**src/core/mcr_pkg.sv**
```systemverilog
// Constants for the MCU control register bank: offsets, fields, resets, timing.
// Assumes an 8-bit register port on the peripheral clock.
package mcr_pkg;

    // ------------------------------------------------------------
    // Register offsets
    // ------------------------------------------------------------
    localparam int unsigned MCR_ADDR_W = 8;
    localparam int unsigned MCR_DATA_W = 8;
    localparam logic [7:0] MCR_OFF_VENDOR = 8'h00;
    localparam logic [7:0] MCR_OFF_FLASH = 8'h01;
    localparam logic [7:0] MCR_OFF_PART = 8'h02;
    localparam logic [7:0] MCR_OFF_REV = 8'h03;
    localparam logic [7:0] MCR_OFF_ANA = 8'h07;
    localparam logic [7:0] MCR_OFF_EVLOCK = 8'h08;
    localparam logic [7:0] MCR_OFF_WXLOCK = 8'h09;
    localparam logic [7:0] MCR_OFF_CCP = 8'h0a;

    // ------------------------------------------------------------
    // Identity values (arbitrary, neutral)
    // ------------------------------------------------------------
    localparam logic [7:0] MCR_VENDOR_CODE = 8'h5a;  // Arbitrary value
    localparam logic [7:0] MCR_FLASH_CODE = 8'h93;   // Arbitrary value
    localparam logic [7:0] MCR_PART_CODE = 8'h4c;    // Arbitrary value
    localparam logic [3:0] MCR_REV_CODE = 4'h1;      // Arbitrary value

    // ------------------------------------------------------------
    // Fields and resets
    // ------------------------------------------------------------
    localparam int unsigned MCR_REV_W = 4;
    localparam int unsigned MCR_DLY_W = 2;
    localparam logic [1:0] MCR_DLY_RST = 2'h0;
    localparam logic [1:0] MCR_DLY_NONE = 2'h0;
    localparam logic [1:0] MCR_DLY_2 = 2'h1;
    localparam logic [1:0] MCR_DLY_8 = 2'h2;
    localparam logic [1:0] MCR_DLY_32 = 2'h3;
    localparam logic [7:0] MCR_RD_UNMAPPED = 8'h00;

    // ------------------------------------------------------------
    // Protection key and timing
    // ------------------------------------------------------------
    localparam logic [7:0] MCR_CCP_KEY = 8'hd8;
    localparam int unsigned MCR_CCP_WINDOW = 4;
    localparam int unsigned MCR_CLK_HZ = 20_000_000;
    localparam int unsigned MCR_GAP_2 = 2;
    localparam int unsigned MCR_GAP_8 = 8;
    localparam int unsigned MCR_GAP_32 = 32;
    localparam int unsigned MCR_CNT_W = 6;
    localparam int unsigned MCR_STEPS = 3;

endpackage

```
**src/core/mcr_ctrl_regs.sv**
```systemverilog
// MCU control register bank: identification bytes, analog start-up
// sequencer and two protected lock bits.
// Assumes a single-master register port; reads answer the next cycle.
//
// Design decision made here: the strobed register port.
`timescale 1ns/1ps

// Behaviour
// Offset zero always reads fixed vendor code
// Offset one reads fixed flash size code
// Offset two reads fixed part number code
// Revision low nibble, upper nibble reads zero
// Software writes zero to unused upper bits
// Nonzero delay staggers analog start steps
// Codes 00 none, 10 eight, 11 thirty-two
// Code 01 gives two-cycle spacing
// Software picks spacing above half microsecond
// Event lock bit freezes channels zero-three config
// Waveform lock bit freezes timer C0 extension
// Lock writes need protection unlock first
// Reset clears fields; locks sticky until reset
module mcr_ctrl_regs #(
    parameter int unsigned STEPS = mcr_pkg::MCR_STEPS,
    parameter int unsigned CCP_WINDOW = mcr_pkg::MCR_CCP_WINDOW
) (
    input wire logic i_clk_sys,
    input wire logic i_sys_rst,
    input wire logic [mcr_pkg::MCR_ADDR_W-1:0] i_addr,
    input wire logic [mcr_pkg::MCR_DATA_W-1:0] i_wdata,
    input wire logic i_wr,
    input wire logic i_rd,
    output logic [mcr_pkg::MCR_DATA_W-1:0] o_rdata,
    input wire logic i_ana_enable,
    output logic [STEPS-1:0] o_ana_start,
    output logic o_ana_ready,
    output logic o_event_group0_lock_bit,
    output logic o_waveform_ext_c0_lock_bit,
    input wire logic i_evt_cfg_wr,
    output logic o_evt_cfg_wr_allow,
    input wire logic i_wex_cfg_wr,
    output logic o_wex_cfg_wr_allow
);
    import mcr_pkg::*;

    // ------------------------------------------------------------
    // Elaboration checks
    // ------------------------------------------------------------
    // Stage index is compared on four bits; the check still caps the stages at eight
    initial begin
        if (STEPS < 1 || STEPS > 8) begin
            $error("STEPS must be 1 to 8");
        end
        // Window count must fit the down-counter
        if (CCP_WINDOW < 1 || CCP_WINDOW > 63) begin
            $error("CCP_WINDOW must be 1 to 63");
        end
        if (MCR_GAP_32 >= (32'd1 << MCR_CNT_W)) begin
            $error("Gap counter too narrow for longest spacing");
        end
        if (MCR_GAP_2 < 1) begin
            $error("Shortest spacing must be at least one cycle");
        end
    end

    // ------------------------------------------------------------
    // State
    // ------------------------------------------------------------
    typedef enum logic [1:0] {
        MCR_IDLE,
        MCR_WAIT,
        MCR_DONE
    } mcr_seq_e;

    logic [MCR_DLY_W-1:0] dly_q;
    logic ev_lock_q;
    logic wx_lock_q;
    logic [MCR_CNT_W-1:0] ccp_cnt_q;
    logic ccp_open;
    logic [MCR_DATA_W-1:0] rdata_q;
    mcr_seq_e seq_q;
    logic [MCR_CNT_W-1:0] gap_q;
    logic [MCR_CNT_W-1:0] gap_len;
    logic [3:0] step_q;
    logic [STEPS-1:0] start_q;
    logic [MCR_CNT_W-1:0] ccp_cnt_d;
    logic [MCR_DLY_W-1:0] dly_d;
    logic ev_lock_d;
    logic wx_lock_d;
    logic gap_done;
    logic fire_all;
    logic fire_one;
    logic [3:0] fire_idx;
    logic last_step;

    assign ccp_open = (ccp_cnt_q != '0);

    // ------------------------------------------------------------
    // Bus decode
    // ------------------------------------------------------------
    logic wr_key;
    logic wr_ana;
    logic wr_ev;
    logic wr_wx;
    logic wr_any;

    assign wr_any = i_wr;
    assign wr_key = i_wr && (i_addr == MCR_OFF_CCP) && (i_wdata == MCR_CCP_KEY);
    assign wr_ana = i_wr && (i_addr == MCR_OFF_ANA);
    // Lock writes count only while the protection window is open
    assign wr_ev = i_wr && (i_addr == MCR_OFF_EVLOCK) && ccp_open;
    assign wr_wx = i_wr && (i_addr == MCR_OFF_WXLOCK) && ccp_open;

    // ------------------------------------------------------------
    // Configuration change protection
    // ------------------------------------------------------------
    // Key write opens a short window; any other write closes it
    always_comb begin
        ccp_cnt_d = ccp_cnt_q;
        if (wr_key) begin
            ccp_cnt_d = MCR_CNT_W'(CCP_WINDOW);
        end else if (wr_any) begin
            ccp_cnt_d = '0;
        end else if (ccp_open) begin
            ccp_cnt_d = ccp_cnt_q - 1'b1;
        end
    end

    always_ff @(posedge i_clk_sys) begin
        if (i_sys_rst) begin
            ccp_cnt_q <= '0;
        end else begin
            ccp_cnt_q <= ccp_cnt_d;
        end
    end

    // ------------------------------------------------------------
    // Writable registers
    // ------------------------------------------------------------
    // Upper bits are dropped; software keeps them zero, see
    assign dly_d = wr_ana ? i_wdata[MCR_DLY_W-1:0] : dly_q;
    // Locks only set, so a later write of zero cannot release them
    assign ev_lock_d = ev_lock_q || (wr_ev && i_wdata[0]);
    assign wx_lock_d = wx_lock_q || (wr_wx && i_wdata[0]);

    always_ff @(posedge i_clk_sys) begin
        if (i_sys_rst) begin
            dly_q <= MCR_DLY_RST;
        end else begin
            dly_q <= dly_d;
        end
    end

    always_ff @(posedge i_clk_sys) begin
        if (i_sys_rst) begin
            ev_lock_q <= 1'b0;
        end else begin
            ev_lock_q <= ev_lock_d;
        end
    end

    always_ff @(posedge i_clk_sys) begin
        if (i_sys_rst) begin
            wx_lock_q <= 1'b0;
        end else begin
            wx_lock_q <= wx_lock_d;
        end
    end

    // ------------------------------------------------------------
    // Lock gates
    // ------------------------------------------------------------
    assign o_event_group0_lock_bit = ev_lock_q;
    assign o_waveform_ext_c0_lock_bit = wx_lock_q;
    assign o_evt_cfg_wr_allow = i_evt_cfg_wr && !ev_lock_q;
    assign o_wex_cfg_wr_allow = i_wex_cfg_wr && !wx_lock_q;

    // ------------------------------------------------------------
    // Read path
    // ------------------------------------------------------------
    logic [MCR_DATA_W-1:0] rd_mux;

    // Unmapped offsets read as zero
    always_comb begin
        rd_mux = MCR_RD_UNMAPPED;
        case (i_addr)
            MCR_OFF_VENDOR: begin
                rd_mux = MCR_VENDOR_CODE;
            end
            MCR_OFF_FLASH: begin
                rd_mux = MCR_FLASH_CODE;
            end
            MCR_OFF_PART: begin
                rd_mux = MCR_PART_CODE;
            end
            MCR_OFF_REV: begin
                rd_mux = {4'h0, MCR_REV_CODE};
            end
            MCR_OFF_ANA: begin
                rd_mux = {6'h00, dly_q};
            end
            MCR_OFF_EVLOCK: begin
                rd_mux = {7'h00, ev_lock_q};
            end
            MCR_OFF_WXLOCK: begin
                rd_mux = {7'h00, wx_lock_q};
            end
            MCR_OFF_CCP: begin
                rd_mux = {7'h00, ccp_open};
            end
            default: begin
                rd_mux = MCR_RD_UNMAPPED;
            end
        endcase
    end

    // Data stands one cycle after the strobe, then drops to zero
    always_ff @(posedge i_clk_sys) begin
        if (i_sys_rst) begin
            rdata_q <= '0;
        end else if (i_rd) begin
            rdata_q <= rd_mux;
        end else begin
            rdata_q <= '0;
        end
    end

    assign o_rdata = rdata_q;

    // ------------------------------------------------------------
    // Analog start-up sequencer
    // ------------------------------------------------------------
    // Spacing codes map to cycle counts between stage starts
    always_comb begin
        gap_len = '0;
        case (dly_q)
            MCR_DLY_NONE: begin
                gap_len = '0;
            end
            MCR_DLY_2: begin
                gap_len = MCR_CNT_W'(MCR_GAP_2);
            end
            MCR_DLY_8: begin
                gap_len = MCR_CNT_W'(MCR_GAP_8);
            end
            MCR_DLY_32: begin
                gap_len = MCR_CNT_W'(MCR_GAP_32);
            end
            default: begin
                gap_len = '0;
            end
        endcase
    end

    // ------------------------------------------------------------
    // Stage firing decode
    // ------------------------------------------------------------
    // All stages at once, or one per elapsed gap
    assign gap_done = (gap_q <= MCR_CNT_W'(1));
    assign fire_all = i_ana_enable && (seq_q == MCR_IDLE) && (dly_q == MCR_DLY_NONE);
    assign fire_one = i_ana_enable
        && (((seq_q == MCR_IDLE) && (dly_q != MCR_DLY_NONE))
        || ((seq_q == MCR_WAIT) && gap_done));
    assign fire_idx = (seq_q == MCR_IDLE) ? 4'h0 : step_q;
    assign last_step = (32'(fire_idx) + 32'd1) >= STEPS;

    // Dropping enable returns to idle at once
    always_ff @(posedge i_clk_sys) begin
        if (i_sys_rst) begin
            seq_q <= MCR_IDLE;
        end else if (!i_ana_enable) begin
            seq_q <= MCR_IDLE;
        end else begin
            case (seq_q)
                MCR_IDLE: begin
                    if (fire_all || last_step) begin
                        seq_q <= MCR_DONE;
                    end else begin
                        seq_q <= MCR_WAIT;
                    end
                end
                MCR_WAIT: begin
                    if (fire_one && last_step) begin
                        seq_q <= MCR_DONE;
                    end
                end
                MCR_DONE: begin
                    seq_q <= MCR_DONE;
                end
                default: begin
                    seq_q <= MCR_IDLE;
                end
            endcase
        end
    end

    // Index of the next stage to start
    always_ff @(posedge i_clk_sys) begin
        if (i_sys_rst) begin
            step_q <= '0;
        end else if (!i_ana_enable) begin
            step_q <= '0;
        end else if (fire_one) begin
            step_q <= fire_idx + 4'h1;
        end
    end

    // Reloads on every start, so a new code applies to later gaps
    always_ff @(posedge i_clk_sys) begin
        if (i_sys_rst) begin
            gap_q <= '0;
        end else if (!i_ana_enable) begin
            gap_q <= '0;
        end else if (fire_one) begin
            gap_q <= gap_len;
        end else if (seq_q == MCR_WAIT) begin
            gap_q <= gap_q - 1'b1;
        end
    end

    // ------------------------------------------------------------
    // Stage flops
    // ------------------------------------------------------------
    // One flop per stage; stays on until enable drops
    for (genvar k = 0; k < STEPS; k++) begin : g_stage
        logic stage_q;
        always_ff @(posedge i_clk_sys) begin
            if (i_sys_rst) begin
                stage_q <= 1'b0;
            end else if (!i_ana_enable) begin
                stage_q <= 1'b0;
            end else if (fire_all || (fire_one && fire_idx == 4'(k))) begin
                stage_q <= 1'b1;
            end
        end
        assign start_q[k] = stage_q;
    end

    assign o_ana_start = start_q;
    assign o_ana_ready = (seq_q == MCR_DONE);

endmodule

```
**config.mk**
```make
export PLATFORM = sky130hd
export DESIGN_NAME = mcr_ctrl_regs
export DESIGN_NICKNAME = d
export VERILOG_FILES = /design/src/core/mcr_pkg.sv /design/src/core/mcr_ctrl_regs.sv
export SDC_FILE = /design/constraint.sdc
export NUM_CORES = 1
export LEC_CHECK = 0
export ABC_AREA = 1
export BUFFER_PORTS_ARGS = -buffer_cell sky130_fd_sc_hd__buf_2
export CORE_UTILIZATION = 58
export CTS_CLUSTER_DIAMETER = 60
export DETAILED_ROUTE_END_ITERATION = 16
export GPL_ROUTABILITY_DRIVEN = 1
export PLACE_DENSITY_LB_ADDON = 0.12
export SYNTH_ARGS = -nofsm -noshare
export SYNTH_HDL_FRONTEND = slang
export SYNTH_SLANG_ARGS = --single-unit
```
**constraint.sdc**
```tcl
create_clock -name i_clk_sys -period 2.8 [get_ports i_clk_sys]
set_input_delay 0 -clock i_clk_sys [delete_from_list [all_inputs] [get_ports i_clk_sys]]
set_output_delay 0 -clock i_clk_sys [all_outputs]
set_load 0.02 [all_outputs]
```
* Word-level counts from Yosys, hierarchy flattened
Cells that the tools add are included.
Storage, ports and cells: input bits 23, bits in read-only memories 0, bits in writable memories 0, bits in registers 33, latch bits 0, memories 0
Cells by class: multiply operators 0, bitwise operators 2, reductions and logical operators 40, divide/modulo/power cells 0, multiplexer cells 11, magnitude comparators 2, shifts and indexed selects 0, equality and inequality tests 16, add/sub/neg operators 4
Operators with widths (count):
- $pmux 8 s8 | 1
- $eq 8x4->1 const B | 3
- $pmux 6 s4 | 1
- $logic_and 1x1->1 | 20
- $eq 8x2->1 const B | 2
- $mux 6 | 2
- $sub 6x1->6 const B | 2
- $mux 3 | 3
- $eq 8x1->1 const B | 1
- $eq 8x3->1 const B | 1
- $eq 8x8->1 const B | 1
- $logic_not 8->1 | 1
- $logic_or 1x1->1 | 7
- $eq 2x2->1 const B | 3
- $le 6x1->1 const B | 1
- $pmux 2 s3 | 1
- $reduce_bool 6->1 | 1
- $add 4x1->5 const B | 1
- $ge 5x2->1 const B | 1
- $add 4x1->4 const B | 1
- $eq 2x1->1 const B | 2
- $eq 4x1->1 const B | 1
- $eq 4x2->1 const B | 1
- $logic_not 2->1 | 2
- other kinds (10) | 15

* Depth between registers and ports, before layout
word-level depth 7, depth in mapped cells 12, mapped depth without buffers 11

* Worst setup path after synthesis
No wires, ideal clock.
kind flip-flop to flip-flop, start register seq_q[1], end register gap_q[1], path buffers 2, setup time 0.109 ns, required time 2.691 ns, cell stages (with the launch flop) 13, period minus slack after synthesis 1.358 ns, data arrival time 1.249 ns, setup slack 1.442 ns, cells stage by stage dfxtp_1 -> inv_1 -> ha_1 -> buf_6 -> nand2_4 -> nor2_4 -> nand2_2 -> nand2_4 -> buf_6 -> nand3_1 -> nand2_1 -> nand2_1 -> inv_1
Between the ends: cells in the longest elaborated chain, start to end 5, elaborated cells between the ends (all ways) 8, those cells by class eq/ne: 1; mux: 1; reduce/logical: 6
RTL lines:
- from (decl) | RTL line mcr_ctrl_regs.sv:80 | mcr_seq_e seq_q;
- from (signal assigned) | RTL line mcr_ctrl_regs.sv:269 | seq_q <= MCR_IDLE;
- from (signal assigned) | RTL line mcr_ctrl_regs.sv:271 | seq_q <= MCR_IDLE;
- from (signal assigned) | RTL line mcr_ctrl_regs.sv:276 | seq_q <= MCR_DONE;
- $eq 2x1->1 or $logic_not 2->1 (tied branches) | RTL line mcr_ctrl_regs.sv:262, mcr_ctrl_regs.sv:315, mcr_ctrl_regs.sv:261
- $logic_and 1x1->1, on equally long branches | RTL line mcr_ctrl_regs.sv:262, mcr_ctrl_regs.sv:261
- $logic_or 1x1->1 | RTL line mcr_ctrl_regs.sv:262 | || ((seq_q == MCR_WAIT) && gap_done));
- $logic_and 1x1->1 | RTL line mcr_ctrl_regs.sv:261 | && (((seq_q == MCR_IDLE) && (dly_q != MCR_DLY_NONE))
- $mux 6 or $reduce_bool 2->1 (tied branches)
- to (signal assigned) | RTL line mcr_ctrl_regs.sv:314 | gap_q <= gap_len;
- to (signal assigned) | RTL line mcr_ctrl_regs.sv:316 | gap_q <= gap_q - 1'b1;
- to (decl) | RTL line mcr_ctrl_regs.sv:81 | logic [MCR_CNT_W-1:0] gap_q;
Parallel ways exist; a longest one is shown, timed or not. A chain may end at the register's enable or synchronous reset.

* Worst setup path after layout
start register seq_q[1], end register step_q[0]
Between the ends: cells in the longest elaborated chain, start to end 4, elaborated cells between the ends (all ways) 8, those cells by class add/sub: 1; eq/ne: 1; mux: 1; reduce/logical: 5
RTL lines:
- parallel branches: the longest is 4 deep, another holds $add 4x1->4
- to (signal assigned) | RTL line mcr_ctrl_regs.sv:303 | step_q <= fire_idx + 4'h1;
- to (decl) | RTL line mcr_ctrl_regs.sv:83 | logic [3:0] step_q;
Parallel ways; which one is timed is not known.

==> Flow_metrics.wiki <==
{| class="wikitable"
! Metric !! Value
|-
| Result of the run || finished with violations
|-
| Violated checks || DRC
|-
| Area Growth Syn to Fin || 16.20%
|-
| Total power || roughly 1.3 mW
|-
| Final routed DRC violation total || 1
|-
| Clock slew seen by the registers of the worst setup and hold paths || between 100 and 150 ps
|-
| Setup repair after global routing missed its margin || false
|-
| Least setup slack across all paths after layout || 1139 ps
|-
| Overall track demand over capacity in global routing || 24.95%
|-
| Element type at the critical path end || flop
|-
| Slowest CP cell || sky130_fd_sc_hd__ha_1
|-
| Largest fanout on the critical path || 14
|-
| Total number of yosys warnings || 0
|-
| Data required time of the worst path || between 3000 and 4000 ps
|-
| Total number of vias || 1745
|-
| Largest net degree at the start of global routing || 15
|-
| DR iter-0 viols || about 100
|-
| CTS tree || yes
|-
| Clock root buffer || sky130_fd_sc_hd__clkbuf_4
|-
| IO Pins || 39
|-
| Worst setup path class || flop to flop
|-
| Total standard cell area after synthesis || 1792 um2
|-
| FF-to-FF path depth || 9
|-
| Hold path startpoint || i_wdata[2]
|-
| Final worst path period share || 59.32%
|-
| Sequential cell area fraction in the yosys report || approximately a third
|-
| Cell breakdown of the critical path || inv_1, ha_1, nand2_4, nor2_4, nand2_2, nand2_4, inv_1, nand2_1, o21ai_0
|-
| Worst min-delay path endpoint || ccp_cnt_q[2]
|-
| Post-detailed-route count of antenna-violating nets || 0
|-
| DIE AREA || about 3300 um2
|-
| Highest clock rate || about 0.60 GHz
|-
| Area of all sequential standard cells || slightly above 600 um2
|-
| Post-synthesis register bit count || 31
|-
| Syn Inst Count || between 200 and 300
|-
| Horiz. Die Dim || 57.58 um
|-
| Dpl hpwl || 2763 um
|-
| Number of antenna cells inserted || 0
|-
| Final Util || approximately 73%
|-
| Number of maximum-capacitance violations || 0
|-
| Hold WC Path Type || input port to flop
|-
| Pre-CTS WS || approximately 1100 ps
|-
| Cts bufs inserted || 5
|-
| Drt wl/cell || approximately 11 um
|-
| Hold Path Stages || 5
|-
| Area of the placeable core || 2853 um2
|-
| Clock insertion delay at the later pin of the skew report || approximately 340 ps
|-
| Sinks on the clock net || 31
|-
| Die height || 57.58 um
|-
| Average via count per standard cell || between 5 and 6
|-
| Post-layout nets || roughly 350
|-
| Count of endpoints failing setup in the final report || 0
|-
| Routed wire length || roughly 3700 um
|-
| Worst setup skew after layout || just over 10 ps
|-
| Area occupied by multi-input gates || 915.9 um2
|-
| Antenna violations before repair || 0
|-
| Starting utilization of the core area || between 60% and 70%
|-
| Number of standard-cell rows in the floorplan || 19
|-
| Pleak || between 1 and 1.5 nW
|-
| Final slew viol count || 0
|-
| Wire length of the first global-routing pass || between 6000 and 7000 um
|-
| Vias in the first global route || about 1500
|-
| Final Hold Viols || 0
|-
| Post-route cell area || between 2000 and 2500 um2
|-
| Highest ir drop seen on vdd || roughly 0.00033 V
|-
| Worst R2R End || step_q[0]
|-
| Nets in the synthesized netlist || about 300
|-
| Buffers added on ports || 37
|-
| Arrival time of the worst setup path || between 1500 and 2000 ps
|-
| Mean instance size in the synthesized netlist || approximately 6.6 um2
|-
| Pwr Density || 612.8 nW/um2
|-
| Critical path launch point type || flop
|-
| GR Overflow Total || 0
|-
| Library cells used by synthesis || 27
|-
| DRT Pass-1 Iters || 11
|-
| Cell area after placement || roughly 2000 um2
|-
| RePlAce Congestion || 0.8271
|-
| Setup_tns || 0 ps
|-
| Post-CTS sizing || 0
|-
| Critical R2R Launch || seq_q[1]
|-
| Post-route minimum period || roughly 1700 ps
|-
| Number of buffers on the longest clock path || 2
|-
| # fillers || approximately 250
|-
| Reg-to-reg slack, setup || between 1000 and 1500 ps
|-
| Largest stage delay on the critical path || roughly 410 ps
|-
| Layout cells sized above 1 || approximately 18%
|-
| Number of H-tree levels || 2
|}
-- Yosys cell counts --
cell                       instances  area [um2]
sky130_fd_sc_hd__nor2_1           43       161.4
sky130_fd_sc_hd__a21oi_1          19       95.09
sky130_fd_sc_hd__buf_6             2       22.52
sky130_fd_sc_hd__nand3_2           1       10.01
sky130_fd_sc_hd__or2_2             1       6.260
sky130_fd_sc_hd__a211oi_1          2       15.01
sky130_fd_sc_hd__nand3_1          21       105.1
sky130_fd_sc_hd__xor2_1            2       17.52
sky130_fd_sc_hd__conb_1            1       3.750
sky130_fd_sc_hd__a31oi_1           1       6.260
sky130_fd_sc_hd__nand2_4           2       22.52
sky130_fd_sc_hd__o21ai_0           7       35.03
sky130_fd_sc_hd__ha_1              7       87.58
sky130_fd_sc_hd__o21ai_1           1       5.000
sky130_fd_sc_hd__inv_2             2       7.510
sky130_fd_sc_hd__nand2_2           4       25.02
sky130_fd_sc_hd__nand3b_1          1       7.510
sky130_fd_sc_hd__buf_4             5       37.54
sky130_fd_sc_hd__nand2_1          50       187.7
sky130_fd_sc_hd__nor3_1            4       20.02
sky130_fd_sc_hd__o31ai_1           1       7.510
sky130_fd_sc_hd__o211ai_1          1       7.510
sky130_fd_sc_hd__nand4_1           8       50.05
sky130_fd_sc_hd__xnor2_1           2       17.52
sky130_fd_sc_hd__dfxtp_1          31       620.6
sky130_fd_sc_hd__nor2_4            2       22.52
sky130_fd_sc_hd__inv_1            50       187.7
-- critical path, delay by kind of cell, from the launching register on --
kind                       cells  cell delay [ps]
AOI/OAI and AO/OA              1               80
adders and majority gates      1              410
buffers and inverters          2              190
DFF                            1              340
and+or+nand+nor                5              550
-- cells in the final DEF (no fill, tap or decap), drive strengths merged --
master and instances:
a211oi 2, a21oi 19, a31oi 1, buf 37, clkbuf 6, clkinv 1
conb 1, dfxtp 31, dlygate4sd3 7, ha 7, inv 52, nand2 56
nand3 22, nand3b 1, nand4 8, nor2 45, nor3 4, o211ai 1
o21ai 8, o31ai 1, or2 1, xnor2 2, xor2 2
-- state kept, by name, indices dropped and copies added, names as in the netlist --
signal / cells
dly_q: 2
g_stage.stage_q: 3
o_event_group0_lock_bit: 1
seq_q: 2
gap_q: 6
o_rdata: 6
step_q: 4
ccp_cnt_q: 6
o_waveform_ext_c0_lock_bit: 1
-- report_power, final --
part           switching [mW]  internal [mW]  total (mW)
sequential             0.0289          0.489       0.518
combinational           0.308          0.176       0.484
clock                   0.158          0.116       0.274
total                   0.495          0.781        1.28
-- cell families after synthesis --
| logic type | Yosys count | share of synthesized area [%] |
|---|---|---|
| xor gates and xnor gates | 4 | 1.956 |
| DFF | 31 | 34.64 |
| buffers and inverters | 59 | 14.25 |
| AOI/OAI and AO/OA | 32 | 9.567 |
| and+or+nand+nor | 137 | 34.50 |
| adders and majority gates | 7 | 4.888 |
| other | 1 | 0.2093 |
-- worst max path at each step --
stage	startpoint	endpoint	cells after the start
3_3_place_gp	seq_q[1]	step_q[0]	9
6_report	seq_q[1]	step_q[0]	9
2_1_floorplan	seq_q[1]	gap_q[1]	12
5_1_grt	seq_q[1]	step_q[0]	9
3_5_place_dp	seq_q[1]	step_q[0]	9
4_1_cts	seq_q[1]	step_q[0]	9
-- through the flow --
| stage | hold slack [ps] | std cells |
|---|---|---|
| floorplan | 69.07 | 271 |
| global placement | 236.0 | 332 |
| detailed placement | 242.9 | 332 |
| CTS | 33.16 | 346 |
| global route | 58.90 | 346 |
| finish | 31.74 | 346 |
-- per-layer routing --
layer	up-vias	global-route usage, %	share of wire [%]
met5	-	0	0
met4	0	9.756	1.6
met3	8	6.349	5.3
met2	45	41.53	47
met1	767	30.83	46
li1	925	-	-
-- area by class of cell --
type / instances / share of cell area, %
inverters: 52 / 9.375
multi-input cells: 181 / 43.99
repair buffers: 44 / 12.26
clock buffers: 6 / 2.464
clock inverters: 1 / 0.2404
well taps: 31 / 1.863
flip-flops and latches: 31 / 29.81
-- what timing repair did --
action | 4_1_cts | 5_1_grt
setup endpoints to repair | 0 | 0
hold buffers | 7 | 0
buffers inserted | 0 | 0
endpoints found under the hold margin | 8 | 0
(Power assumes the default switching activity.)
